--- config.mk ---
export PLATFORM = sky130hd
export DESIGN_NAME = sync_control_status_host_pins
export DESIGN_NICKNAME = d
export VERILOG_FILES = /design/src/rtl/sync_ctl_pkg.sv /design/src/rtl/sync_control_status_host_pins.sv /design/src/rtl/sync_bank.sv
export SDC_FILE = /design/constraint.sdc
export NUM_CORES = 1
export LEC_CHECK = 0
export ABC_AREA = 1
export BUFFER_PORTS_ARGS = -buffer_cell sky130_fd_sc_hd__buf_4
export CAP_MARGIN = 20
export CORE_MARGIN = 3
export CORE_UTILIZATION = 57
export CTS_CLUSTER_DIAMETER = 200
export CTS_CLUSTER_SIZE = 16
export DETAILED_ROUTE_END_ITERATION = 8
export GPL_TIMING_DRIVEN = 1
export PLACE_DENSITY = 0.86
export SLEW_MARGIN = 15
export SYNTH_ARGS = -nofsm -noshare
export SYNTH_HDL_FRONTEND = slang
export SYNTH_SLANG_ARGS = --single-unit
--- constraint.sdc ---
create_clock -name ref_clk -period 3.8 [get_ports ref_clk]
set_input_delay 0.57 -clock ref_clk [delete_from_list [all_inputs] [get_ports ref_clk]]
set_output_delay 0.57 -clock ref_clk [all_outputs]
set_load 0.1 [all_outputs]
--- src/rtl/sync_ctl_pkg.sv ---
// Purpose: Shared constants, pin groups and states for the synchronizer control block
// Assumes: Register addresses are 7 bits, register data 8 bits
// Notes:
// Operation
// - Mode pins sampled during reset set default
// - Mode follows pins or mode register 0x1F
// - Role pin high slave, low master
// - Differential driver enabled while enable high
// - Lock output follows loop lock state
// - Holdover output follows loop holdover state
// - Interface select high I2C, low SPI
// - Clock pin: SPI clock or I2C clock
// - Data pin: SPI input or I2C data
// - Serial output drives SPI reads, idle in I2C
// - Select pin: SPI chip select or address bit
// - Interrupt pulled low on status change enabled in interrupt enable register 0x23
// - Reset of 300 ns restores defaults
package sync_ctl_pkg;

    // Timing
    localparam int CLK_PERIOD_NS = 25;
    localparam int RESET_MIN_NS  = 300;
    localparam int RESET_MIN_CYC = (RESET_MIN_NS + CLK_PERIOD_NS - 1) / CLK_PERIOD_NS;

    // Register addresses
    localparam logic [6:0] REG_MODE   = 7'h1f;
    localparam logic [6:0] REG_ROLE   = 7'h20;
    localparam logic [6:0] REG_STATUS = 7'h21;
    localparam logic [6:0] REG_IRQ_SVC = 7'h22;
    localparam logic [6:0] REG_IEN    = 7'h23;

    // Field positions
    localparam int MODE_SW_BIT    = 2;
    localparam int ROLE_SW_BIT    = 0;
    localparam int ROLE_SLAVE_BIT = 1;
    localparam int ST_LOCK_BIT    = 0;
    localparam int ST_HOLD_BIT    = 1;
    localparam int ST_SLAVE_BIT   = 2;
    localparam int ST_I2C_BIT     = 3;
    localparam int EV_LOCK_BIT    = 0;
    localparam int EV_HOLD_BIT    = 1;
    localparam int SPI_READ_BIT   = 7;

    // Writable bit masks
    localparam logic [7:0] MODE_WR_MASK = 8'h07;
    localparam logic [7:0] ROLE_WR_MASK = 8'h03;
    localparam logic [7:0] EV_MASK      = 8'h03;

    // Values after reset
    localparam logic [5:0] MODE_RST_HI = 6'h00;
    localparam logic [7:0] ROLE_RST    = 8'h00;
    localparam logic [7:0] IRQ_SVC_RST = 8'h00;
    localparam logic [7:0] IEN_RST     = 8'h00;

    // Serial framing
    localparam logic [3:0] BYTE_BITS   = 4'h8;
    localparam logic [3:0] SPI_LAST    = 4'h7;
    localparam logic [5:0] I2C_ADDR_HI = 6'h2a;

    typedef struct packed {
        logic loop_a_mode_pin_hi;
        logic loop_a_mode_pin_lo;
        logic role_slave_pin;
        logic diff_out_a_enable;
        logic diff_out_b_enable;
        logic i2c_select_pin;
    } strap_pins_t;

    typedef struct packed {
        logic sck_scl;
        logic si_sda;
        logic host_select_or_addr_bit;
    } host_pins_in_t;

    typedef struct packed {
        logic so;
        logic so_oe;
        logic scl_o;
        logic scl_oe;
        logic sda_o;
        logic sda_oe;
    } host_pins_out_t;

    typedef struct packed {
        logic locked;
        logic in_hold;
    } loop_status_t;

    typedef enum logic [2:0] {
        I_IDLE,
        I_RX,
        I_ACK,
        I_TX,
        I_TXACK
    } i2c_state_t;

endpackage

--- src/rtl/sync_control_status_host_pins.sv ---
// Purpose: Control straps, status pins, SPI/I2C host port and interrupt pin
// Assumes: Loop status arrives on ref_clk; pins and serial clock are asynchronous
// Notes: Open-drain pins drive low while their enable is high
`timescale 1ns/1ps
`default_nettype none
module sync_control_status_host_pins (
    input  wire logic                         ref_clk,
    input  wire logic                         rst,
    input  wire logic                         ce,
    input  wire sync_ctl_pkg::strap_pins_t    strap_pins,
    input  wire sync_ctl_pkg::loop_status_t   loop_status,
    input  wire sync_ctl_pkg::host_pins_in_t  host_in,
    output logic [1:0]                        loop_a_mode,
    output logic                              slave_role,
    output logic                              diff_out_a_drive,
    output logic                              diff_out_b_drive,
    output logic                              loop_a_locked,
    output logic                              loop_a_in_hold,
    output sync_ctl_pkg::host_pins_out_t      host_out,
    output logic                              int_n_o,
    output logic                              int_oe
);
    import sync_ctl_pkg::*;

    strap_pins_t    strap_s;
    host_pins_in_t  host_s;
    host_pins_in_t  host_d;
    host_pins_out_t next_host_out;
    logic           i2c_mode;
    logic           sck_rise;
    logic           sck_fall;
    logic           i2c_start;
    logic           i2c_stop;
    logic [7:0]     loop_a_mode_select;
    logic [7:0]     role_ctl;
    logic [7:0]     irq_service_regs;
    logic [7:0]     irq_enable;
    logic [7:0]     next_mode_select;
    logic [7:0]     next_role_ctl;
    logic [7:0]     next_irq_service_regs;
    logic [7:0]     next_ien;
    logic [7:0]     events;
    logic [7:0]     clr_bits;
    logic [1:0]     next_loop_a_mode;
    logic           next_slave_role;
    logic           next_int_oe;
    logic           wr_en;
    logic [6:0]     wr_addr;
    logic [7:0]     wr_data;
    logic [3:0]     spi_cnt;
    logic [3:0]     next_spi_cnt;
    logic [7:0]     spi_sh;
    logic [7:0]     next_spi_sh;
    logic [7:0]     spi_out;
    logic [7:0]     next_spi_out;
    logic [6:0]     spi_addr;
    logic [6:0]     next_spi_addr;
    logic           spi_rd;
    logic           next_spi_rd;
    logic           spi_byte;
    logic           next_spi_byte;
    logic           spi_wr;
    logic [7:0]     spi_wdata;
    logic           next_so;
    logic           next_so_oe;
    i2c_state_t     i2c_st;
    i2c_state_t     next_i2c_st;
    logic [3:0]     i2c_cnt;
    logic [3:0]     next_i2c_cnt;
    logic [7:0]     i2c_sh;
    logic [7:0]     next_i2c_sh;
    logic [1:0]     i2c_idx;
    logic [1:0]     next_i2c_idx;
    logic [6:0]     i2c_ptr;
    logic [6:0]     next_i2c_ptr;
    logic           i2c_rd;
    logic           next_i2c_rd;
    logic           i2c_ack;
    logic           next_i2c_ack;
    logic           i2c_wr;
    logic           next_sda_oe;
    logic [7:0]     rd_byte;

    // Register read decode shared by both host ports
    function automatic logic [7:0] reg_read(input logic [6:0] a);
        logic [7:0] v;
        v = 8'h00;
        if (a == REG_MODE)
            v = loop_a_mode_select;
        else if (a == REG_ROLE)
            v = role_ctl;
        else if (a == REG_STATUS)
        begin
            v[ST_LOCK_BIT]  = loop_a_locked;
            v[ST_HOLD_BIT]  = loop_a_in_hold;
            v[ST_SLAVE_BIT] = slave_role;
            v[ST_I2C_BIT]   = i2c_mode;
        end
        else if (a == REG_IRQ_SVC)
            v = irq_service_regs;
        else if (a == REG_IEN)
            v = irq_enable;
        return v;
    endfunction

    // Pin synchronisers
    sync_bank #(
        .WIDTH($bits(strap_pins_t) + $bits(host_pins_in_t))
    ) u_sync (
        .ref_clk(ref_clk),
        .ce     (ce),
        .d      ({strap_pins, host_in}),
        .q      ({strap_s, host_s})
    );

    // Edge and bus condition detection on synchronised pins
    assign i2c_mode  = strap_s.i2c_select_pin;
    assign sck_rise  = host_s.sck_scl & ~host_d.sck_scl;
    assign sck_fall  = ~host_s.sck_scl & host_d.sck_scl;
    assign i2c_start = host_s.sck_scl & host_d.sck_scl & host_d.si_sda & ~host_s.si_sda;
    assign i2c_stop  = host_s.sck_scl & host_d.sck_scl & ~host_d.si_sda & host_s.si_sda;

    // I2C read data; a process so that register changes reach it
    always_comb
    begin
        rd_byte = reg_read(i2c_ptr);
    end

    // Write port from whichever host interface is selected
    assign wr_en   = i2c_mode ? i2c_wr : spi_wr;
    assign wr_addr = i2c_mode ? i2c_ptr : spi_addr;
    assign wr_data = i2c_mode ? i2c_sh : spi_wdata;

    // Control, status and interrupt next values
    always_comb
    begin
        next_mode_select = loop_a_mode_select;
        next_role_ctl    = role_ctl;
        next_ien         = irq_enable;
        clr_bits         = 8'h00;
        if (wr_en && wr_addr == REG_MODE)
            next_mode_select = wr_data & MODE_WR_MASK;
        else if (wr_en && wr_addr == REG_ROLE)
            next_role_ctl = wr_data & ROLE_WR_MASK;
        else if (wr_en && wr_addr == REG_IRQ_SVC)
            clr_bits = wr_data;
        else if (wr_en && wr_addr == REG_IEN)
            next_ien = wr_data & EV_MASK;
        events              = 8'h00;
        events[EV_LOCK_BIT] = loop_status.locked != loop_a_locked;
        events[EV_HOLD_BIT] = loop_status.in_hold != loop_a_in_hold;
        next_irq_service_regs = ((irq_service_regs & ~clr_bits) | events) & EV_MASK;
        if (loop_a_mode_select[MODE_SW_BIT])
            next_loop_a_mode = loop_a_mode_select[1:0];
        else
            next_loop_a_mode = {strap_s.loop_a_mode_pin_hi, strap_s.loop_a_mode_pin_lo};
        if (role_ctl[ROLE_SW_BIT])
            next_slave_role = role_ctl[ROLE_SLAVE_BIT];
        else
            next_slave_role = strap_s.role_slave_pin;
        next_int_oe = |(irq_service_regs & irq_enable);
    end

    // Control, status and interrupt registers
    always_ff @(posedge ref_clk)
    begin
        if (rst)
        begin
            loop_a_mode_select <= {MODE_RST_HI, strap_s.loop_a_mode_pin_hi,
                                   strap_s.loop_a_mode_pin_lo};
            loop_a_mode        <= {strap_s.loop_a_mode_pin_hi, strap_s.loop_a_mode_pin_lo};
            role_ctl           <= ROLE_RST;
            irq_service_regs   <= IRQ_SVC_RST;
            irq_enable         <= IEN_RST;
            slave_role         <= 1'b0;
            diff_out_a_drive   <= 1'b0;
            diff_out_b_drive   <= 1'b0;
            loop_a_locked      <= 1'b0;
            loop_a_in_hold     <= 1'b0;
            int_oe             <= 1'b0;
            int_n_o            <= 1'b0;
            host_d             <= '0;
        end
        else if (ce)
        begin
            loop_a_mode_select <= next_mode_select;
            loop_a_mode        <= next_loop_a_mode;
            role_ctl           <= next_role_ctl;
            irq_service_regs   <= next_irq_service_regs;
            irq_enable         <= next_ien;
            slave_role         <= next_slave_role;
            diff_out_a_drive   <= strap_s.diff_out_a_enable;
            diff_out_b_drive   <= strap_s.diff_out_b_enable;
            loop_a_locked      <= loop_status.locked;
            loop_a_in_hold     <= loop_status.in_hold;
            int_oe             <= next_int_oe;
            int_n_o            <= 1'b0;
            host_d             <= host_s;
        end
    end

    // SPI slave, mode 0: command byte then data byte
    always_comb
    begin
        next_spi_cnt  = spi_cnt;
        next_spi_sh   = spi_sh;
        next_spi_out  = spi_out;
        next_spi_addr = spi_addr;
        next_spi_rd   = spi_rd;
        next_spi_byte = spi_byte;
        next_so       = host_out.so;
        spi_wr        = 1'b0;
        spi_wdata     = {spi_sh[6:0], host_s.si_sda};
        if (i2c_mode || host_s.host_select_or_addr_bit)
        begin
            next_spi_cnt  = 4'h0;
            next_spi_byte = 1'b0;
        end
        else
        begin
            if (sck_rise)
            begin
                next_spi_sh = spi_wdata;
                if (spi_cnt == SPI_LAST)
                begin
                    next_spi_cnt = 4'h0;
                    if (!spi_byte)
                    begin
                        next_spi_addr = spi_wdata[6:0];
                        next_spi_rd   = spi_wdata[SPI_READ_BIT];
                        next_spi_byte = 1'b1;
                        next_spi_out  = reg_read(spi_wdata[6:0]);
                    end
                    else if (!spi_rd)
                        spi_wr = 1'b1;
                end
                else
                    next_spi_cnt = spi_cnt + 4'h1;
            end
            if (sck_fall && spi_byte && spi_rd)
            begin
                next_so      = spi_out[7];
                next_spi_out = {spi_out[6:0], 1'b0};
            end
        end
        next_so_oe = ~i2c_mode;
    end

    // I2C slave: address, register pointer, then data bytes
    always_comb
    begin
        next_i2c_st  = i2c_st;
        next_i2c_cnt = i2c_cnt;
        next_i2c_sh  = i2c_sh;
        next_i2c_idx = i2c_idx;
        next_i2c_ptr = i2c_ptr;
        next_i2c_rd  = i2c_rd;
        next_i2c_ack = i2c_ack;
        next_sda_oe  = host_out.sda_oe;
        i2c_wr       = 1'b0;
        if (!i2c_mode)
        begin
            next_i2c_st = I_IDLE;
            next_sda_oe = 1'b0;
        end
        else if (i2c_start)
        begin
            next_i2c_st  = I_RX;
            next_i2c_cnt = 4'h0;
            next_i2c_idx = 2'h0;
            next_sda_oe  = 1'b0;
        end
        else if (i2c_stop)
        begin
            next_i2c_st = I_IDLE;
            next_sda_oe = 1'b0;
        end
        else
        begin
            case (i2c_st)
                I_RX:
                    if (sck_rise)
                    begin
                        next_i2c_sh  = {i2c_sh[6:0], host_s.si_sda};
                        next_i2c_cnt = i2c_cnt + 4'h1;
                    end
                    else if (sck_fall && i2c_cnt == BYTE_BITS)
                    begin
                        next_i2c_cnt = 4'h0;
                        next_i2c_st  = I_ACK;
                        next_sda_oe  = 1'b1;
                        if (i2c_idx == 2'h0)
                        begin
                            next_i2c_rd = i2c_sh[0];
                            if (i2c_sh[7:1] != {I2C_ADDR_HI, host_s.host_select_or_addr_bit})
                            begin
                                next_i2c_st = I_IDLE;
                                next_sda_oe = 1'b0;
                            end
                        end
                        else if (i2c_idx == 2'h1)
                            next_i2c_ptr = i2c_sh[6:0];
                        else
                            i2c_wr = 1'b1;
                    end
                I_ACK:
                    if (sck_fall)
                    begin
                        next_i2c_cnt = 4'h0;
                        if (i2c_rd)
                        begin
                            next_i2c_st = I_TX;
                            next_i2c_sh = rd_byte;
                            next_sda_oe = ~rd_byte[7];
                        end
                        else
                        begin
                            next_i2c_st  = I_RX;
                            next_sda_oe  = 1'b0;
                            next_i2c_idx = (i2c_idx == 2'h2) ? 2'h2 : i2c_idx + 2'h1;
                        end
                    end
                I_TX:
                    if (sck_rise)
                        next_i2c_cnt = i2c_cnt + 4'h1;
                    else if (sck_fall && i2c_cnt == BYTE_BITS)
                    begin
                        next_i2c_st = I_TXACK;
                        next_sda_oe = 1'b0;
                    end
                    else if (sck_fall)
                    begin
                        next_i2c_sh = {i2c_sh[6:0], 1'b0};
                        next_sda_oe = ~i2c_sh[6];
                    end
                I_TXACK:
                    if (sck_rise)
                        next_i2c_ack = ~host_s.si_sda;
                    else if (sck_fall && i2c_ack)
                    begin
                        next_i2c_st  = I_TX;
                        next_i2c_cnt = 4'h0;
                        next_i2c_sh  = rd_byte;
                        next_sda_oe  = ~rd_byte[7];
                    end
                    else if (sck_fall)
                        next_i2c_st = I_IDLE;
                default:
                    next_i2c_st = I_IDLE;
            endcase
        end
    end

    assign next_host_out = '{so: next_so, so_oe: next_so_oe, scl_o: 1'b0, scl_oe: 1'b0,
                             sda_o: 1'b0, sda_oe: next_sda_oe};

    // Host port registers
    always_ff @(posedge ref_clk)
    begin
        if (rst)
        begin
            spi_cnt  <= 4'h0;
            spi_sh   <= 8'h00;
            spi_out  <= 8'h00;
            spi_addr <= 7'h00;
            spi_rd   <= 1'b0;
            spi_byte <= 1'b0;
            i2c_st   <= I_IDLE;
            i2c_cnt  <= 4'h0;
            i2c_sh   <= 8'h00;
            i2c_idx  <= 2'h0;
            i2c_ptr  <= 7'h00;
            i2c_rd   <= 1'b0;
            i2c_ack  <= 1'b0;
            host_out <= '0;
        end
        else if (ce)
        begin
            spi_cnt  <= next_spi_cnt;
            spi_sh   <= next_spi_sh;
            spi_out  <= next_spi_out;
            spi_addr <= next_spi_addr;
            spi_rd   <= next_spi_rd;
            spi_byte <= next_spi_byte;
            i2c_st   <= next_i2c_st;
            i2c_cnt  <= next_i2c_cnt;
            i2c_sh   <= next_i2c_sh;
            i2c_idx  <= next_i2c_idx;
            i2c_ptr  <= next_i2c_ptr;
            i2c_rd   <= next_i2c_rd;
            i2c_ack  <= next_i2c_ack;
            host_out <= next_host_out;
        end
    end
endmodule
`default_nettype wire

--- src/rtl/sync_bank.sv ---
// Purpose: Two-stage synchroniser for a bank of pin inputs
// Assumes: Inputs are asynchronous to ref_clk
// Notes: Stages carry no reset; they settle within two edges of reset
`timescale 1ns/1ps
`default_nettype none
module sync_bank #(
    parameter int WIDTH = 1
) (
    input  wire logic             ref_clk,
    input  wire logic             ce,
    input  wire logic [WIDTH-1:0] d,
    output logic      [WIDTH-1:0] q
);

    logic [WIDTH-1:0] stage1;

    // One synchroniser per bit
    genvar i;
    generate
        for (i = 0; i < WIDTH; i++)
        begin : g_bit
            always_ff @(posedge ref_clk)
            begin
                if (ce)
                begin
                    stage1[i] <= d[i];
                    q[i]      <= stage1[i];
                end
            end
        end
    endgenerate

endmodule
`default_nettype wire

---- Word level (Yosys, flattened, before mapping) ----
Cells that the tools add are included.
storage, ports and cells
  flip-flop bits (word level) ............. 94
  logic and storage cells ................. 269
  input bits .............................. 14
cells by class
  bitwise operators ....................... 27
  reductions and logical operators ........ 39
  $add $sub $neg .......................... 3
  mux-type cells .......................... 101
  equality and inequality tests ........... 51
operators by type and width
  kind                 number
  $mux 8               18
  $eq 7x6->1 const B   11
  $mux 4               15
  $mux 2               20
  $mux 3               12
  $ne 5x5->1 const B   7
  $pmux 8 s4           1
  $mux 1               31
  $reduce_and 9->1     3
  $eq 7x5->1 const B   3
  $ne 2x2->1 const B   10
  $not 1->1            16
  $pmux 4 s4           1
  $reduce_and 8->1     2
  $reduce_bool 2->1    8
  $reduce_and 5->1     3
  $reduce_and 13->1    1
  $ne 3x3->1 const B   4
  $ne 6x6->1 const B   2
  $pmux 3 s4           1
  $reduce_and 3->1     4
  $reduce_and 6->1     2
  $add 4x1->4 const B  2
  $logic_and 1x1->1    8
  25 further kinds     36

---- Longest topological paths before layout ----
  depth after elaboration ................. 16
  gate-level depth with buffers ........... 12
  gate-level depth less buffers ........... 12

---- By module ----
From an unflattened synthesis, not the netlist that was laid out.
second synthesis, totals
  cell total of the unflattened synthesis .. 630
  area, all modules ....................... 4,819.6 sq um
by module, submodules not included
  module                         area an instance (sq um)  cells each  times used
  sync_control_status_host_pins  4,279.1                   612         1
  sync_bank                      540.5                     18          1

---- Worst setup path before layout ----
No wires, ideal clock.
  path type ............................... input-to-reg
  start point ............................. input port ce
  end point ............................... register i2c_sh[1]
  path slack .............................. 2.042 ns
  setup time .............................. 0.120 ns
  arrival time ............................ 1.639 ns
  data required time ...................... 3.680 ns
  buffers on the path ..................... 3
  stages on the path ...................... 8
  path through ............................ buf_4 -> inv_1 -> buf_2 -> o31ai_2 -> nand3_2 -> buf_6 -> a21oi_1 -> a21oi_1
on the way
  longest elaborated chain between the ends .. 1
ends and longest elaborated chain
  item                         line                                  text
  start: declaration           sync_control_status_host_pins.sv:9    input wire logic ce,
  $reduce_and 13->1 (no line)  --
  end signal: assignment       sync_control_status_host_pins.sv:387  i2c_sh <= next_i2c_sh;
  end: declaration             sync_control_status_host_pins.sv:70   logic [7:0] i2c_sh;
No other way between the ends.
A chain may end at the register's enable or synchronous reset.

---- Worst setup path after layout ----
  start point ............................. input port ce
  end point ............................... register spi_out[1]
on the way
  longest elaborated chain between the ends .. 1
ends and longest elaborated chain
  item                        line                                  text
  $reduce_and 5->1 (no line)  --
  end signal: assignment      sync_control_status_host_pins.sv:381  spi_out <= next_spi_out;
  end: declaration            sync_control_status_host_pins.sv:54   logic [7:0] spi_out;
No other way between the ends.

==> results.cfg <==
[run_status]
outcome = completed

[route]
dr.pass1.iters = 5
vias = 4332
drt-initial-drc-count = 422
drc = 0
wl_per_cell_um = 15.7
routed_wl_um = 11800
ant_nets = 0
via_per_inst = 5.78

[floorplanning]
ios = 29
num_rows = 32
dieArea_um2 = 9220
core_area_um2 = 7810
initial_utilization_pct = 59.2
dieHeight_um = 96.0
die_x_um = 96.0

[logic_synthesis]
async_flop_share_pct = 0
syn_area_per_cell_um2 = 7.38
yosys_warnings = 0
synth_ff_type = dfxtp_1
synthTopCellsByArea = dfxtp_1 31%, edfxtp_1 14%, nand2_1 9.5%
synth_edf_count = 22
synth_top_area_share_pct = 31.2
synth.distinct_cells = 37
yosysTopAreaCell = dfxtp_1
netlist_instances = 626
yosysMostFrequentCell = nand2_1
netlist_area_um2 = 4620
synth-seq-cells = 94
synth_commonest_cells = 117 x nand2_1, 81 x inv_1, 75 x o21ai_0
ys_seq_area_share_pct = 45.5

[worst_hold_path]
min_path_cells = 1
worstHoldStart = strap_pins[1]
hold_path_class = in -> reg
min_to = u_sync.stage1[4]$_DFFE_PP_

[power]
p_per_area_nw_per_um2 = 400
p_leak_nw = 2.04
power_mw = 2.00
ir_worst_vdd_v = 0.000312

[global_route]
track_usage_pct = 27.2
antenna_found_initial = 0
grt_pass1_wl_um = 19300
grt_max_degree = 36
overflow = 0
first_global_vias = 3962

[sta]
rsz0062_at_grt = false
worstMarginPinSlew_ns = 0.901
fin_crit_sh_pct = 71.0
fin_crit_ns = 2.70
slew_headroom_pct = 39.9
clock_skew_ns = 0.0115
fmax_ghz = 0.371
setup_violations = 0
setup_tns_ns = 0
hold_viol = 0
maxSlewViolCount = 0

[critical_path]
crit_path_top_delay_cell = nor3_2
cp.arrival_ns = 2.96
worstPathCellList = buf_4, inv_1, nor2_1, nand2_1, nor3_2, inv_2, nand2_2, inv_1, a21oi_1, a21oi_1
worstSetupPathType = in -> reg
reg2reg_to = spi_out[1]$_SDFFE_PP0P_
crit_path_start_kind = input port
reg2reg_slack_ns = 1.15
worstReg2RegStart = u_sync.q[3]$_DFFE_PP_
crit_buf_inv = 4
reg2reg_depth = 8
slowest_delay_ns = 0.66
endpoint_kind = register
required_ns = 4.06
path_delay_family = simple AND/OR/NAND/NOR gates
path_depth = 10
crit_fanout = 35

[cells_and_area]
design_area_um2 = 5000
syn_to_final_growth_pct = 8.18
layout.nets = 662
antennaDiodeCount = 0
drive_above_1_share_pct = 8.33

[place]
place_area_um2 = 4830
portBuffers = 24
place.gp.congestion = 0.952
hpwl_um = 8590

[cts]
cts.sinks = 94
cts_setup_buffers = 0
clock_path_buffers = 2
cts_tree = built
clk_pin_slew_ns = 0.09
ctsHoldBuffers = 0
htreeDepth = 3
cts_inserted_buffers = 9
cts.repair.resized = 0
clock_latency_ns = 0.37
clock-root-buffer = clkbuf_8

[run]
drv_cap = 0
==> cells in the final DEF, fill, tap and decap left out, types with 5 or more instances in the layout <==
| cell type | netlist | layout |
|---|---|---|
| o211ai_1 | 5 | 5 |
| xnor2_1 | 5 | 5 |
| edfxtp_1 | 22 | 22 |
| inv_1 | 81 | 81 |
| clkbuf_8 | 0 | 9 |
| buf_4 | 6 | 26 |
| dfxtp_1 | 72 | 72 |
| nand2_1 | 117 | 117 |
| o21ai_0 | 75 | 75 |
| ha_1 | 5 | 5 |
| nor2_1 | 63 | 63 |
| a211oi_1 | 5 | 5 |
| a21oi_1 | 58 | 58 |
| nand4_1 | 10 | 10 |
| nor3_1 | 12 | 12 |
| nand3_1 | 38 | 38 |
==> sequential cells by signal, indices dropped and copies added, names as in the netlist, 3 cells and up <==
signal	count
u_sync.stage1	9
host_out	3
i2c_st	3
spi_addr	7
u_sync.q	9
i2c_sh	8
spi_sh	7
i2c_cnt	4
spi_cnt	4
i2c_ptr	7
loop_a_mode_select	3
spi_out	8
==> worst max-delay path by stage <==
stage / end / start
2_1_floorplan: i2c_sh[1]$_SDFFE_PP0P_ / ce
3_3_place_gp: spi_out[1]$_SDFFE_PP0P_ / ce
3_5_place_dp: spi_out[1]$_SDFFE_PP0P_ / ce
4_1_cts: spi_out[1]$_SDFFE_PP0P_ / ce
5_1_grt: spi_out[1]$_SDFFE_PP0P_ / ce
6_report: spi_out[1]$_SDFFE_PP0P_ / ce
==> power breakdown <==
group | switching, mW | internal [mW] | total (mW) | leakage [nW]
clock | 0.357 | 0.238 | 0.596 | 0.0772
combinational | 0.225 | 0.0772 | 0.302 | 1.16
sequential | 0.0341 | 1.07 | 1.10 | 0.800
==> cell type report <==
cell class | count | area, µm²
inverter | 84 | 315
fill | 663 | 2810
clock inverter | 5 | 36.3
timing repair buffer | 26 | 195
tap | 102 | 128
clock buffer | 11 | 131
multi-input combinational | 428 | 2090
sequential | 94 | 2100
==> metal layers <==
metal  part of all wire, %  vias up  GRT usage (%)  wire length (µm)
met1                    44     1985           39.0              5210
met2                    45      216           40.2              5290
li1                      -     2103              -                 -
met4                   2.4        0           10.4               281
met3                   8.6       28           5.63              1010
met5                     0        -              0                 0
==> stage by stage <==
stage	hold slack (ns)	instances	utilization (%)	setup slack (ns)
final	0.368	750	64.0	1.10
after global placement	0.402	734	61.9	0.943
after CTS	0.363	750	64.0	1.19
after floorplan	0.400	629	-	2.04
after detailed placement	0.405	734	61.9	0.822
after global routing	0.354	750	64.0	0.844
==> cell families (layout without fill, tap and decap cells) <==
group	Yosys count	count (layout)	share of synthesized area [%]
AND/OR/NAND/NOR	259	259	24.5
AO/OA/AOI/OAI	153	153	17.6
buffers and inverters	107	126	9.51
flip-flops	94	94	45.5
XOR/XNOR	6	6	1.14
adder cells (fa/ha/maj)	5	5	1.35
other	1	4	0.0812
multiplexers	1	1	0.244
(Power assumes the default switching activity.)
